`config.mk`:
```
export PLATFORM = sky130hd
export DESIGN_NAME = pfc_host
export DESIGN_NICKNAME = d
export VERILOG_FILES = /design/src/logic/pfc_sync.v /design/src/logic/pfc_host.v
export VERILOG_INCLUDE_DIRS = /design/src /design/src/logic
export SDC_FILE = /design/constraint.sdc
export NUM_CORES = 1
export LEC_CHECK = 0
export BUFFER_PORTS_ARGS = -buffer_cell sky130_fd_sc_hd__buf_2
export CORE_ASPECT_RATIO = 1.25
export CORE_UTILIZATION = 52
export DETAILED_ROUTE_END_ITERATION = 6
export PLACE_DENSITY = 0.76
export SLEW_MARGIN = 15
export SYNTH_ARGS = -nofsm -noshare
export SYNTH_HDL_FRONTEND = slang
export SYNTH_SLANG_ARGS = --single-unit
```
`constraint.sdc`:
```
create_clock -name core_clk -period 2.3 [get_ports core_clk]
set_input_delay 0.345 -clock core_clk [delete_from_list [all_inputs] [get_ports core_clk]]
set_output_delay 0.345 -clock core_clk [all_outputs]
set_load 0.005 [all_outputs]
```
`src/logic/pfc_consts.vh`:
```
`ifndef PFC_CONSTS_VH
`define PFC_CONSTS_VH
// ----------------------------------------------------------------------
// Command codes, status bit positions and bus timing for the flash host.
// ----------------------------------------------------------------------
// Final-cycle command codes.
`define PFC_CMD_SECTOR_ERASE 8'h50
`define PFC_CMD_BLOCK_ERASE 8'h30
`define PFC_CMD_CHIP_ERASE 8'h10
`define PFC_CMD_SUSPEND 8'hb0
`define PFC_CMD_RESUME 8'h30
// Chip-erase final cycle address.
`define PFC_ADDR_CHIP_ERASE 22'h000555
// Status bit positions on the data bus.
`define PFC_BIT_POLL 7
`define PFC_BIT_ALT 6
`define PFC_BIT_ERASE_STATE 2
// User operation codes.
`define PFC_OP_READ 3'h0
`define PFC_OP_PROGRAM 3'h1
`define PFC_OP_SECTOR_ERASE 3'h2
`define PFC_OP_BLOCK_ERASE 3'h3
`define PFC_OP_CHIP_ERASE 3'h4
`define PFC_OP_SUSPEND 3'h5
`define PFC_OP_RESUME 3'h6
// Bus phase length in core cycles (40 ns each, 80 ns per phase).
`define PFC_PHASE_NS 80
`define PFC_CLK_NS 40
`define PFC_PHASE_CYC ((`PFC_PHASE_NS + `PFC_CLK_NS - 1) / `PFC_CLK_NS)
// Settle time before all data bits are valid after polling completes.
`define PFC_SETTLE_NS 1000
`define PFC_SETTLE_CYC ((`PFC_SETTLE_NS + `PFC_CLK_NS - 1) / `PFC_CLK_NS)
// Longest program time, used as a poll timeout.
`define PFC_PROG_MAX_NS 10000
`define PFC_PROG_MAX_CYC (`PFC_PROG_MAX_NS / `PFC_CLK_NS)
// Suspend settle time before reads are trusted.
`define PFC_SUSPEND_NS 20000
`define PFC_SUSPEND_CYC (`PFC_SUSPEND_NS / `PFC_CLK_NS)
`endif

```
`src/logic/pfc_sync.v`:
```
`timescale 1ns/1ps
// ----------------------------------------------------------------------
// Three-stage input synchroniser; the output changes only when the
// second and third stages agree, so a single-stage glitch is dropped.
// ----------------------------------------------------------------------
module pfc_sync #(
  parameter WIDTH = 16
) (
  // Clock and reset.
  input wire core_clk,
  input wire rst_n,
  // Asynchronous input and filtered result.
  input wire [WIDTH-1:0] din,
  output reg [WIDTH-1:0] dout
);
  reg [WIDTH-1:0] stage1; // Read only by stage2.
  reg [WIDTH-1:0] stage2; // Second stage.
  reg [WIDTH-1:0] stage3; // Third stage.
  integer i;

  // Shift, then update each bit where the two late stages agree.
  always @(posedge core_clk or negedge rst_n) begin
    if (!rst_n) begin
      stage1 <= {WIDTH{1'b0}};
      stage2 <= {WIDTH{1'b0}};
      stage3 <= {WIDTH{1'b0}};
      dout <= {WIDTH{1'b0}};
    end else begin
      stage1 <= din;
      stage2 <= stage1;
      stage3 <= stage2;
      for (i = 0; i < WIDTH; i = i + 1) begin
        if (stage2[i] == stage3[i]) begin
          dout[i] <= stage3[i];
        end
      end
    end
  end
endmodule // pfc_sync

```
`src/logic/pfc_host.v`:
```
`timescale 1ns/1ps
// Function
// - Host writes with strobe low, select low.
// - Program: three unlock cycles then word.
// - Host keeps write protect static during sequences.
// - Sector erase: six cycles ending 50H.
// - Block erase: six cycles ending 30H.
// - Host rereads twice once the alternating bit stops flipping.
`include "pfc_consts.vh"
module pfc_host #(
  parameter ADDR_W = 22,
  parameter UNLOCK_ADDR1 = 22'h000555, // Unlock values are parameters.
  parameter UNLOCK_ADDR2 = 22'h0002aa,
  parameter [7:0] UNLOCK_DATA1 = 8'haa,
  parameter [7:0] UNLOCK_DATA2 = 8'h55,
  parameter [7:0] PROG_SETUP = 8'ha0,
  parameter [7:0] ERASE_SETUP = 8'h80,
  parameter POLL_LIMIT = `PFC_PROG_MAX_CYC
) (
  // Clock and reset.
  input wire core_clk,
  input wire rst_n,
  // User command port.
  input wire req,
  input wire [2:0] op,
  input wire [ADDR_W-1:0] addr,
  input wire [15:0] wdata,
  input wire protect,
  output reg busy,
  output reg done,
  output reg fail,
  output reg [15:0] rdata,
  // Flash pins.
  output reg [ADDR_W-1:0] fl_addr,
  output reg fl_ce_n,
  output reg fl_oe_n,
  output reg fl_we_n,
  output reg fl_wp_n,
  input wire [15:0] fl_dq_in,
  output reg [15:0] fl_dq_out,
  output reg fl_dq_oe
);
  // ----------------------------------------------------------------------
  // States and locals.
  // ----------------------------------------------------------------------
  localparam S_IDLE = 3'h0;
  localparam S_WSET = 3'h1; // Address stable, strobe low.
  localparam S_WREL = 3'h2; // Strobe high again.
  localparam S_RSET = 3'h3; // Gate low, waiting for data.
  localparam S_RCAP = 3'h4; // Data sampled.
  localparam S_SETTLE = 3'h5; // Waiting for all bits to be valid.
  localparam S_GAP = 3'h6; // Gate high between two polls.
  localparam [7:0] PHASE = `PFC_PHASE_CYC;
  localparam [15:0] SETTLE = `PFC_SETTLE_CYC;
  localparam [15:0] POLL_MAX = POLL_LIMIT; // Cycles, not polls.
  localparam [15:0] SUSPEND_WAIT = `PFC_SUSPEND_CYC;

  reg [2:0] state; // Bus sequencer state.
  reg [7:0] phase_cnt; // Cycles left in the current phase.
  reg [2:0] cyc_idx; // Write cycle within the command.
  reg [2:0] cyc_total; // Write cycles in the command.
  reg [2:0] cur_op; // Operation in flight.
  reg [ADDR_W-1:0] cur_addr; // Target address.
  reg [15:0] cur_data; // Program data.
  reg polling; // Reads are status polls, not a plain read.
  reg [1:0] reread; // Confirming reads still owed.
  reg [15:0] prev_rd; // Previous poll value.
  reg [15:0] wait_cnt; // Poll timeout or settle counter.
  wire [15:0] dq_sync; // Filtered data bus.

  pfc_sync #(.WIDTH(16)) u_sync (
    .core_clk(core_clk),
    .rst_n(rst_n),
    .din(fl_dq_in),
    .dout(dq_sync)
  );

  // ----------------------------------------------------------------------
  // Helpers.
  // ----------------------------------------------------------------------
  // Address of write cycle n of op; the last carries the target, except for chip erase (000555H).
  function [ADDR_W-1:0] cyc_addr;
    input [2:0] o;
    input [2:0] n;
    input [2:0] tot;
    input [ADDR_W-1:0] a;
    begin
      if (n == tot - 3'h1) begin
        if (o == `PFC_OP_CHIP_ERASE)
          cyc_addr = `PFC_ADDR_CHIP_ERASE;
        else
          cyc_addr = a; // Sector/block bits select the target.
      end else if (n == 3'h1 || n == 3'h4) begin
        cyc_addr = UNLOCK_ADDR2;
      end else begin
        cyc_addr = UNLOCK_ADDR1;
      end
    end
  endfunction

  // Data of write cycle n of op.
  function [15:0] cyc_data;
    input [2:0] o;
    input [2:0] n;
    input [2:0] tot;
    input [15:0] d;
    begin
      if (n == tot - 3'h1) begin
        case (o)
          `PFC_OP_PROGRAM: cyc_data = d;
          `PFC_OP_SECTOR_ERASE: cyc_data = {8'h00, `PFC_CMD_SECTOR_ERASE};
          `PFC_OP_BLOCK_ERASE: cyc_data = {8'h00, `PFC_CMD_BLOCK_ERASE};
          `PFC_OP_CHIP_ERASE: cyc_data = {8'h00, `PFC_CMD_CHIP_ERASE};
          `PFC_OP_SUSPEND: cyc_data = {8'h00, `PFC_CMD_SUSPEND};
          `PFC_OP_RESUME: cyc_data = {8'h00, `PFC_CMD_RESUME};
          default: cyc_data = 16'h0000;
        endcase
      end else if (n == 3'h1 || n == 3'h4) begin
        cyc_data = {8'h00, UNLOCK_DATA2};
      end else if (n == 3'h2) begin
        cyc_data = {8'h00, (o == `PFC_OP_PROGRAM) ? PROG_SETUP : ERASE_SETUP};
      end else begin
        cyc_data = {8'h00, UNLOCK_DATA1};
      end
    end
  endfunction

  // Write cycles needed by each operation.
  function [2:0] op_cycles;
    input [2:0] o;
    begin
      case (o)
        `PFC_OP_PROGRAM: op_cycles = 3'h4;
        `PFC_OP_SECTOR_ERASE: op_cycles = 3'h6;
        `PFC_OP_BLOCK_ERASE: op_cycles = 3'h6;
        `PFC_OP_CHIP_ERASE: op_cycles = 3'h6;
        `PFC_OP_SUSPEND: op_cycles = 3'h1;
        `PFC_OP_RESUME: op_cycles = 3'h1;
        default: op_cycles = 3'h0;
      endcase
    end
  endfunction

  // ----------------------------------------------------------------------
  // Bus sequencer.
  // ----------------------------------------------------------------------
  // Writes hold select and strobe low together; address is set on the
  // same edge as the falling strobe and data held past the rising edge.
  always @(posedge core_clk or negedge rst_n) begin
    if (!rst_n) begin
      state <= S_IDLE;
      phase_cnt <= 8'h00;
      cyc_idx <= 3'h0;
      cyc_total <= 3'h0;
      cur_op <= 3'h0;
      cur_addr <= {ADDR_W{1'b0}};
      cur_data <= 16'h0000;
      polling <= 1'b0;
      reread <= 2'h0;
      prev_rd <= 16'h0000;
      wait_cnt <= 16'h0000;
      busy <= 1'b0;
      done <= 1'b0;
      fail <= 1'b0;
      rdata <= 16'h0000;
      fl_addr <= {ADDR_W{1'b0}};
      fl_ce_n <= 1'b1; // Deselected: standby power.
      fl_oe_n <= 1'b1;
      fl_we_n <= 1'b1;
      fl_wp_n <= 1'b1;
      fl_dq_out <= 16'h0000;
      fl_dq_oe <= 1'b0;
    end else begin
      done <= 1'b0;
      // The program limit runs on clock cycles, whatever a poll costs.
      if (polling && wait_cnt != 16'h0000 && state != S_SETTLE) begin
        wait_cnt <= wait_cnt - 16'h0001;
      end
      case (state)
        S_IDLE: begin
          fl_ce_n <= 1'b1;
          fl_oe_n <= 1'b1;
          fl_we_n <= 1'b1;
          fl_dq_oe <= 1'b0;
          if (req) begin
            busy <= 1'b1;
            fail <= 1'b0;
            cur_op <= op;
            cur_addr <= addr;
            cur_data <= wdata;
            fl_wp_n <= ~protect; // Latched once per command.
            cyc_idx <= 3'h0;
            cyc_total <= op_cycles(op);
            phase_cnt <= PHASE;
            polling <= 1'b0;
            reread <= 2'h0;
            fl_addr <= (op == `PFC_OP_READ) ? addr
                     : cyc_addr(op, 3'h0, op_cycles(op), addr);
            fl_dq_out <= cyc_data(op, 3'h0, op_cycles(op), wdata);
            fl_ce_n <= 1'b0;
            if (op == `PFC_OP_READ) begin
              fl_oe_n <= 1'b0; // New address wakes device.
              state <= S_RSET;
            end else begin
              fl_dq_oe <= 1'b1;
              fl_we_n <= 1'b0;
              state <= S_WSET;
            end
          end
        end
        S_WSET: begin
          if (phase_cnt <= 8'h01) begin
            fl_we_n <= 1'b1; // Device latches data here.
            phase_cnt <= PHASE;
            state <= S_WREL;
          end else begin
            phase_cnt <= phase_cnt - 8'h01;
          end
        end
        S_WREL: begin
          if (phase_cnt <= 8'h01) begin
            phase_cnt <= PHASE;
            if (cyc_idx == cyc_total - 3'h1) begin
              fl_dq_oe <= 1'b0;
              if (cur_op == `PFC_OP_SUSPEND) begin
                wait_cnt <= SUSPEND_WAIT; // Wait for read mode.
                state <= S_SETTLE;
                fl_ce_n <= 1'b1;
              end else if (cur_op == `PFC_OP_RESUME) begin
                busy <= 1'b0;
                done <= 1'b1;
                state <= S_IDLE;
              end else begin
                // Status is valid after the final rise.
                polling <= 1'b1; // Reads now give status only.
                wait_cnt <= POLL_MAX;
                fl_addr <= cur_addr; // Status needs a valid address.
                fl_oe_n <= 1'b0;
                state <= S_RSET;
              end
            end else begin
              cyc_idx <= cyc_idx + 3'h1;
              fl_addr <= cyc_addr(cur_op, cyc_idx + 3'h1, cyc_total,
                                  cur_addr);
              fl_dq_out <= cyc_data(cur_op, cyc_idx + 3'h1, cyc_total,
                                    cur_data);
              fl_we_n <= 1'b0;
              state <= S_WSET;
            end
          end else begin
            phase_cnt <= phase_cnt - 8'h01;
          end
        end
        S_RSET: begin
          // Extra cycles cover the three-stage input filter.
          if (phase_cnt == 8'h00) begin
            phase_cnt <= 8'h04; // Filter output lags the pins by four.
            state <= S_RCAP;
          end else begin
            phase_cnt <= phase_cnt - 8'h01;
          end
        end
        S_RCAP: begin
          if (phase_cnt > 8'h01) begin
            phase_cnt <= phase_cnt - 8'h01;
          end else begin
            fl_oe_n <= 1'b1; // Close the gate so every poll is a new read.
            phase_cnt <= PHASE;
            if (!polling) begin
              rdata <= dq_sync;
              busy <= 1'b0;
              done <= 1'b1;
              state <= S_IDLE;
            end else if (reread == 2'h0 &&
                         dq_sync[`PFC_BIT_ALT] != prev_rd[`PFC_BIT_ALT]) begin
              // Still busy: alternating bit flips.
              prev_rd <= dq_sync;
              if (wait_cnt == 16'h0000 && cur_op == `PFC_OP_PROGRAM) begin
                fail <= 1'b1; // Overran the longest program time.
                busy <= 1'b0;
                done <= 1'b1;
                state <= S_IDLE;
              end else begin
                state <= S_GAP;
              end
            end else if (reread == 2'h0) begin
              // Alternating bit steady; confirm twice.
              prev_rd <= dq_sync;
              reread <= 2'h2;
              state <= S_GAP;
            end else begin
              if (dq_sync[`PFC_BIT_ALT] != prev_rd[`PFC_BIT_ALT]) begin
                reread <= 2'h0; // Toggling resumed: still busy, keep polling.
              end else begin
                reread <= reread - 2'h1;
              end
              prev_rd <= dq_sync;
              if (reread == 2'h1 &&
                  dq_sync[`PFC_BIT_ALT] == prev_rd[`PFC_BIT_ALT]) begin
                // Let the other bits settle.
                // A refused or protected command also ends here.
                wait_cnt <= SETTLE;
                state <= S_SETTLE;
              end else begin
                state <= S_GAP;
              end
            end
          end
        end
        S_GAP: begin
          // The gate stays high a phase, so the device sees a new read.
          if (phase_cnt <= 8'h01) begin
            fl_oe_n <= 1'b0;
            phase_cnt <= PHASE;
            state <= S_RSET;
          end else begin
            phase_cnt <= phase_cnt - 8'h01;
          end
        end
        S_SETTLE: begin
          if (wait_cnt <= 16'h0001) begin
            if (polling) begin
              // Fresh read of the target once every bit is valid.
              polling <= 1'b0;
              fl_oe_n <= 1'b0;
              phase_cnt <= PHASE;
              state <= S_RSET;
            end else begin
              // Suspend wait over: the device reads again.
              fl_ce_n <= 1'b1;
              busy <= 1'b0;
              done <= 1'b1;
              state <= S_IDLE;
            end
          end else begin
            wait_cnt <= wait_cnt - 16'h0001;
          end
        end
        default: begin
          state <= S_IDLE;
        end
      endcase
    end
  end
endmodule // pfc_host

```
==> impl_metrics.csv <==
group,metric,value,unit
floorplanning,ios,123,
worst_setup_path,cp-end-kind,"register",
cells_and_area,areaGrowthSynthToFinish,34.62,%
place,dp_hpwl,14760,um
worst_setup_path,rr_worst_depth,10,
place,placedCellCount,1281,
detailed_routing,drcViolationCount,0,
global_route,grt_first_pass_wirelength,35890,um
worst_hold_path,min_path_type,"input pin to register",
synth,async_flop_share,1.000,
power_and_ir_drop,combPwrFrac,0.055,
synth,synth_fp_nets,953,
global_route,antenna_found_initial,1,
synth,synth.area.top_cells,"dfrtp_1 (56%), nand2_1 (7.7%), nor2_1 (3.4%)",
worst_setup_path,critPathRequiredTime,2.67,ns
timing,rsz0062_at_grt,"yes",
power_and_ir_drop,internal-power,6051,uW
worst_setup_path,worstSetupEndpoint,"fl_addr[20]",
worst_setup_path,critPathArrivalTime,2.67,ns
synth,seq_area_frac_synth,0.5706,
synth,yosysWarnings,0,
place,portBuffers,122,
floorplanning,die_h,148.7,um
timing,setup_violations,0,
global_route,grt_max_degree,79,
global_route,grt_overflow,0,
synth,postSynthCellCount,882,
synth,synth_most_common_cell,"dfrtp_1",
synth,yosys.area.top_type_share,0.5589,
detailed_routing,postRouteAntennaNets,0,
floorplanning,initial_core_util,0.5316,
timing,holdWs,0.008787,ns
flow_run,maxCapViolations,0,
cts,worst_skew_pair.late_latency,0.50,ns
worst_setup_path,startpoint,"cyc_total[1]",
place,gp_congestion,0.8534,
timing,final-max-slew-violation-count,0,
cts,path_clk_slew,0.06,ns
worst_setup_path,start_kind,"register",
floorplanning,core_area,16840,um^2
timing,finalCritPeriodShare,0.9992,
global_route,grt_pass1_vias,7427,
detailed_routing,via_per_inst,5.602,
cts,cts_max_level,1,
global_route,track_usage,0.2500,
worst_setup_path,reg2reg_slack,0.002,ns
power_and_ir_drop,power_frac_seq,0.485,
power_and_ir_drop,p_sw,1705,uW
timing,fmaxAchievable,0.4351,GHz
timing,layout_min_cycle_time,2.298,ns
power_and_ir_drop,total_power,7756,uW
cts,cts_buffer_depth,3,
cells_and_area,nets,1193,
timing,worstMarginPinSlew,0.5103,ns
detailed_routing,drt_iter0_markers,438,
power_and_ir_drop,p_leak,0.005879,uW
worst_setup_path,reg2reg_to,"fl_addr[20]",
synth,ys.flop_type,"dfrtp_1",
synth,synthesis.area,8955,um^2
detailed_routing,routed_wl,22450,um
worst_setup_path,timing.rr.start,"cyc_total[1]",
timing,hold_violations,0,
detailed_routing,dr.pass1.iters,5,
timing,fin_skew,0.01165,ns
floorplanning,fp.dieArea,17750,um^2
floorplanning,die_w,119.4,um
cells_and_area,layout-drive-gt1-share,0.3556,
power_and_ir_drop,p_clk_frac,0.460,
cts,cts_tree,"built",
floorplanning,rows,53,
cts,cts.sinks,204,
cts,cts_buffers,21,
worst_setup_path,path_max_fanout,10,
worst_setup_path,criticalPathCategory,"register to register",
power_and_ir_drop,switching_share,0.2198,
synth,synth-seq-cells,204,
power_and_ir_drop,p_per_area,643.3,nW/um^2
timing,maxSlewHeadroom,0.6569,
synth,synth_cell_types,71,
synth,synth_top_area_cell,"dfrtp_1",
synth,synth_area_per_cell,10.15,um^2
cells_and_area,instances_no_fill,1357,
cts,root_buffer,"clkbuf_16",
detailed_routing,routed-via-count,7602,
synth,synth_edf_count,0,
status,status,"complete, no violations",
detailed_routing,post_drt_wl_per_cell,16.54,um
power_and_ir_drop,vdd_drop_max,0.5244,mV
synth,synth_common_cells,"dfrtp_1 (200), nand2_1 (184), nor2_1 (80)",
-- flip-flops by register name (all words and copies together), names as in the netlist, 2 cells and up --
signal	cells
cur_addr	22
cur_data	16
cur_op	3
cyc_idx	3
cyc_total	3
fl_addr	22
fl_dq_out	16
phase_cnt	8
rdata	16
reread	2
state	3
u_sync.dout	16
u_sync.stage1	16
u_sync.stage2	16
u_sync.stage3	16
wait_cnt	16
-- cells in the final DEF (no fill, tap or decap), types with 11 or more instances in the layout --
master,n
dlygate4sd3_1,17
inv_1,15
nor3_1,15
nand3_1,14
nor2_1,66
maj3_1,17
nor2_2,11
mux2_2,20
nand2_1,179
o21ai_1,15
a21oi_1,46
clkbuf_16,22
buf_2,122
buf_4,107
o21ai_0,30
dfrtp_1,200
-- repair_timing --
item / 4_1_cts / 5_1_grt
hold buffers: 17 / 0
hold endpoints to repair: 69 / 0
gates resized for setup: 15 / 86
pin swaps: 1 / 38
endpoints found under the setup margin: 44 / 52
cloned: 0 / 2
buffers inserted: 0 / 19
-- stage by stage --
stage	util	setup WS (ns)	TNS (ns)	cell area [um^2]
finish	0.7157	0.001932	0	12060
global placement	0.6261	-0.1489	-2.516	10550
CTS	0.6834	-0.01617	-0.01617	11510
detailed placement	0.6261	-0.2207	-4.180	10550
floorplan	-	-0.02762	-0.05524	9017
global route	0.7157	-0.1415	-2.343	12060
-- layer usage --
metal / global-route usage / vias up / wire length [um]
li1: - / 3553 / -
met1: 0.3196 / 3748 / 9045
met2: 0.4311 / 251 / 11600
met3: 0.04256 / 50 / 1257
met4: 0.08625 / 0 / 548
met5: 0 / - / 0
-- power groups by stage --
stage               clock [uW]  combinational [uW]  sequential, uW
floorplan                    0                 156            3810
global placement             0                 359            3820
detailed placement           0                 366            3830
CTS                       3630                 397            3760
global route              3770                 469            3770
finish                    3570                 423            3760
-- cells by family after synthesis --
logic type               Yosys count  share of synthesized area
flip-flops                       204                     0.5706
AO/OA/AOI/OAI                    191                     0.1407
XOR/XNOR                          13                    0.01439
adder cells (fa/ha/maj)           27                    0.03297
buffers and inverters             61                    0.02920
multiplexers                      24                    0.03004
AND/OR/NAND/NOR                  362                     0.1821
-- cell type report --
class / count / area [um^2]
antenna: 1 / 2.502
clock buffer: 28 / 591.8
clock inverter: 9 / 140.1
fill: 1193 / 4788
inverter: 16 / 60.06
multi-input combinational: 617 / 4039
sequential: 204 / 5110
tap: 220 / 275.3
timing repair buffer: 262 / 1837
-- worst max-delay path, cell delays in order (launching register included) --
cell,delay (ns)
dfrtp_1,0.35
inv_1,0.09
ha_2,0.18
xor3_2,0.39
or3_4,0.40
nor3_4,0.24
nor2b_2,0.09
buf_6,0.15
buf_12,0.15
nor2_2,0.08
nor2_1,0.05
-- worst min-delay path by stage --
stage,startpoint,end,slack [ns],depth (start not counted)
2_1_floorplan,rst_n,busy,0.05,0
3_3_place_gp,rst_n,wait_cnt[6],0.33,1
3_5_place_dp,rst_n,wait_cnt[5],0.33,1
4_1_cts,protect,fl_wp_n,0.004,2
5_1_grt,protect,fl_wp_n,0.005,2
6_report,protect,fl_wp_n,0.009,2
No activity file was read; power rests on OpenSTA's default activity.
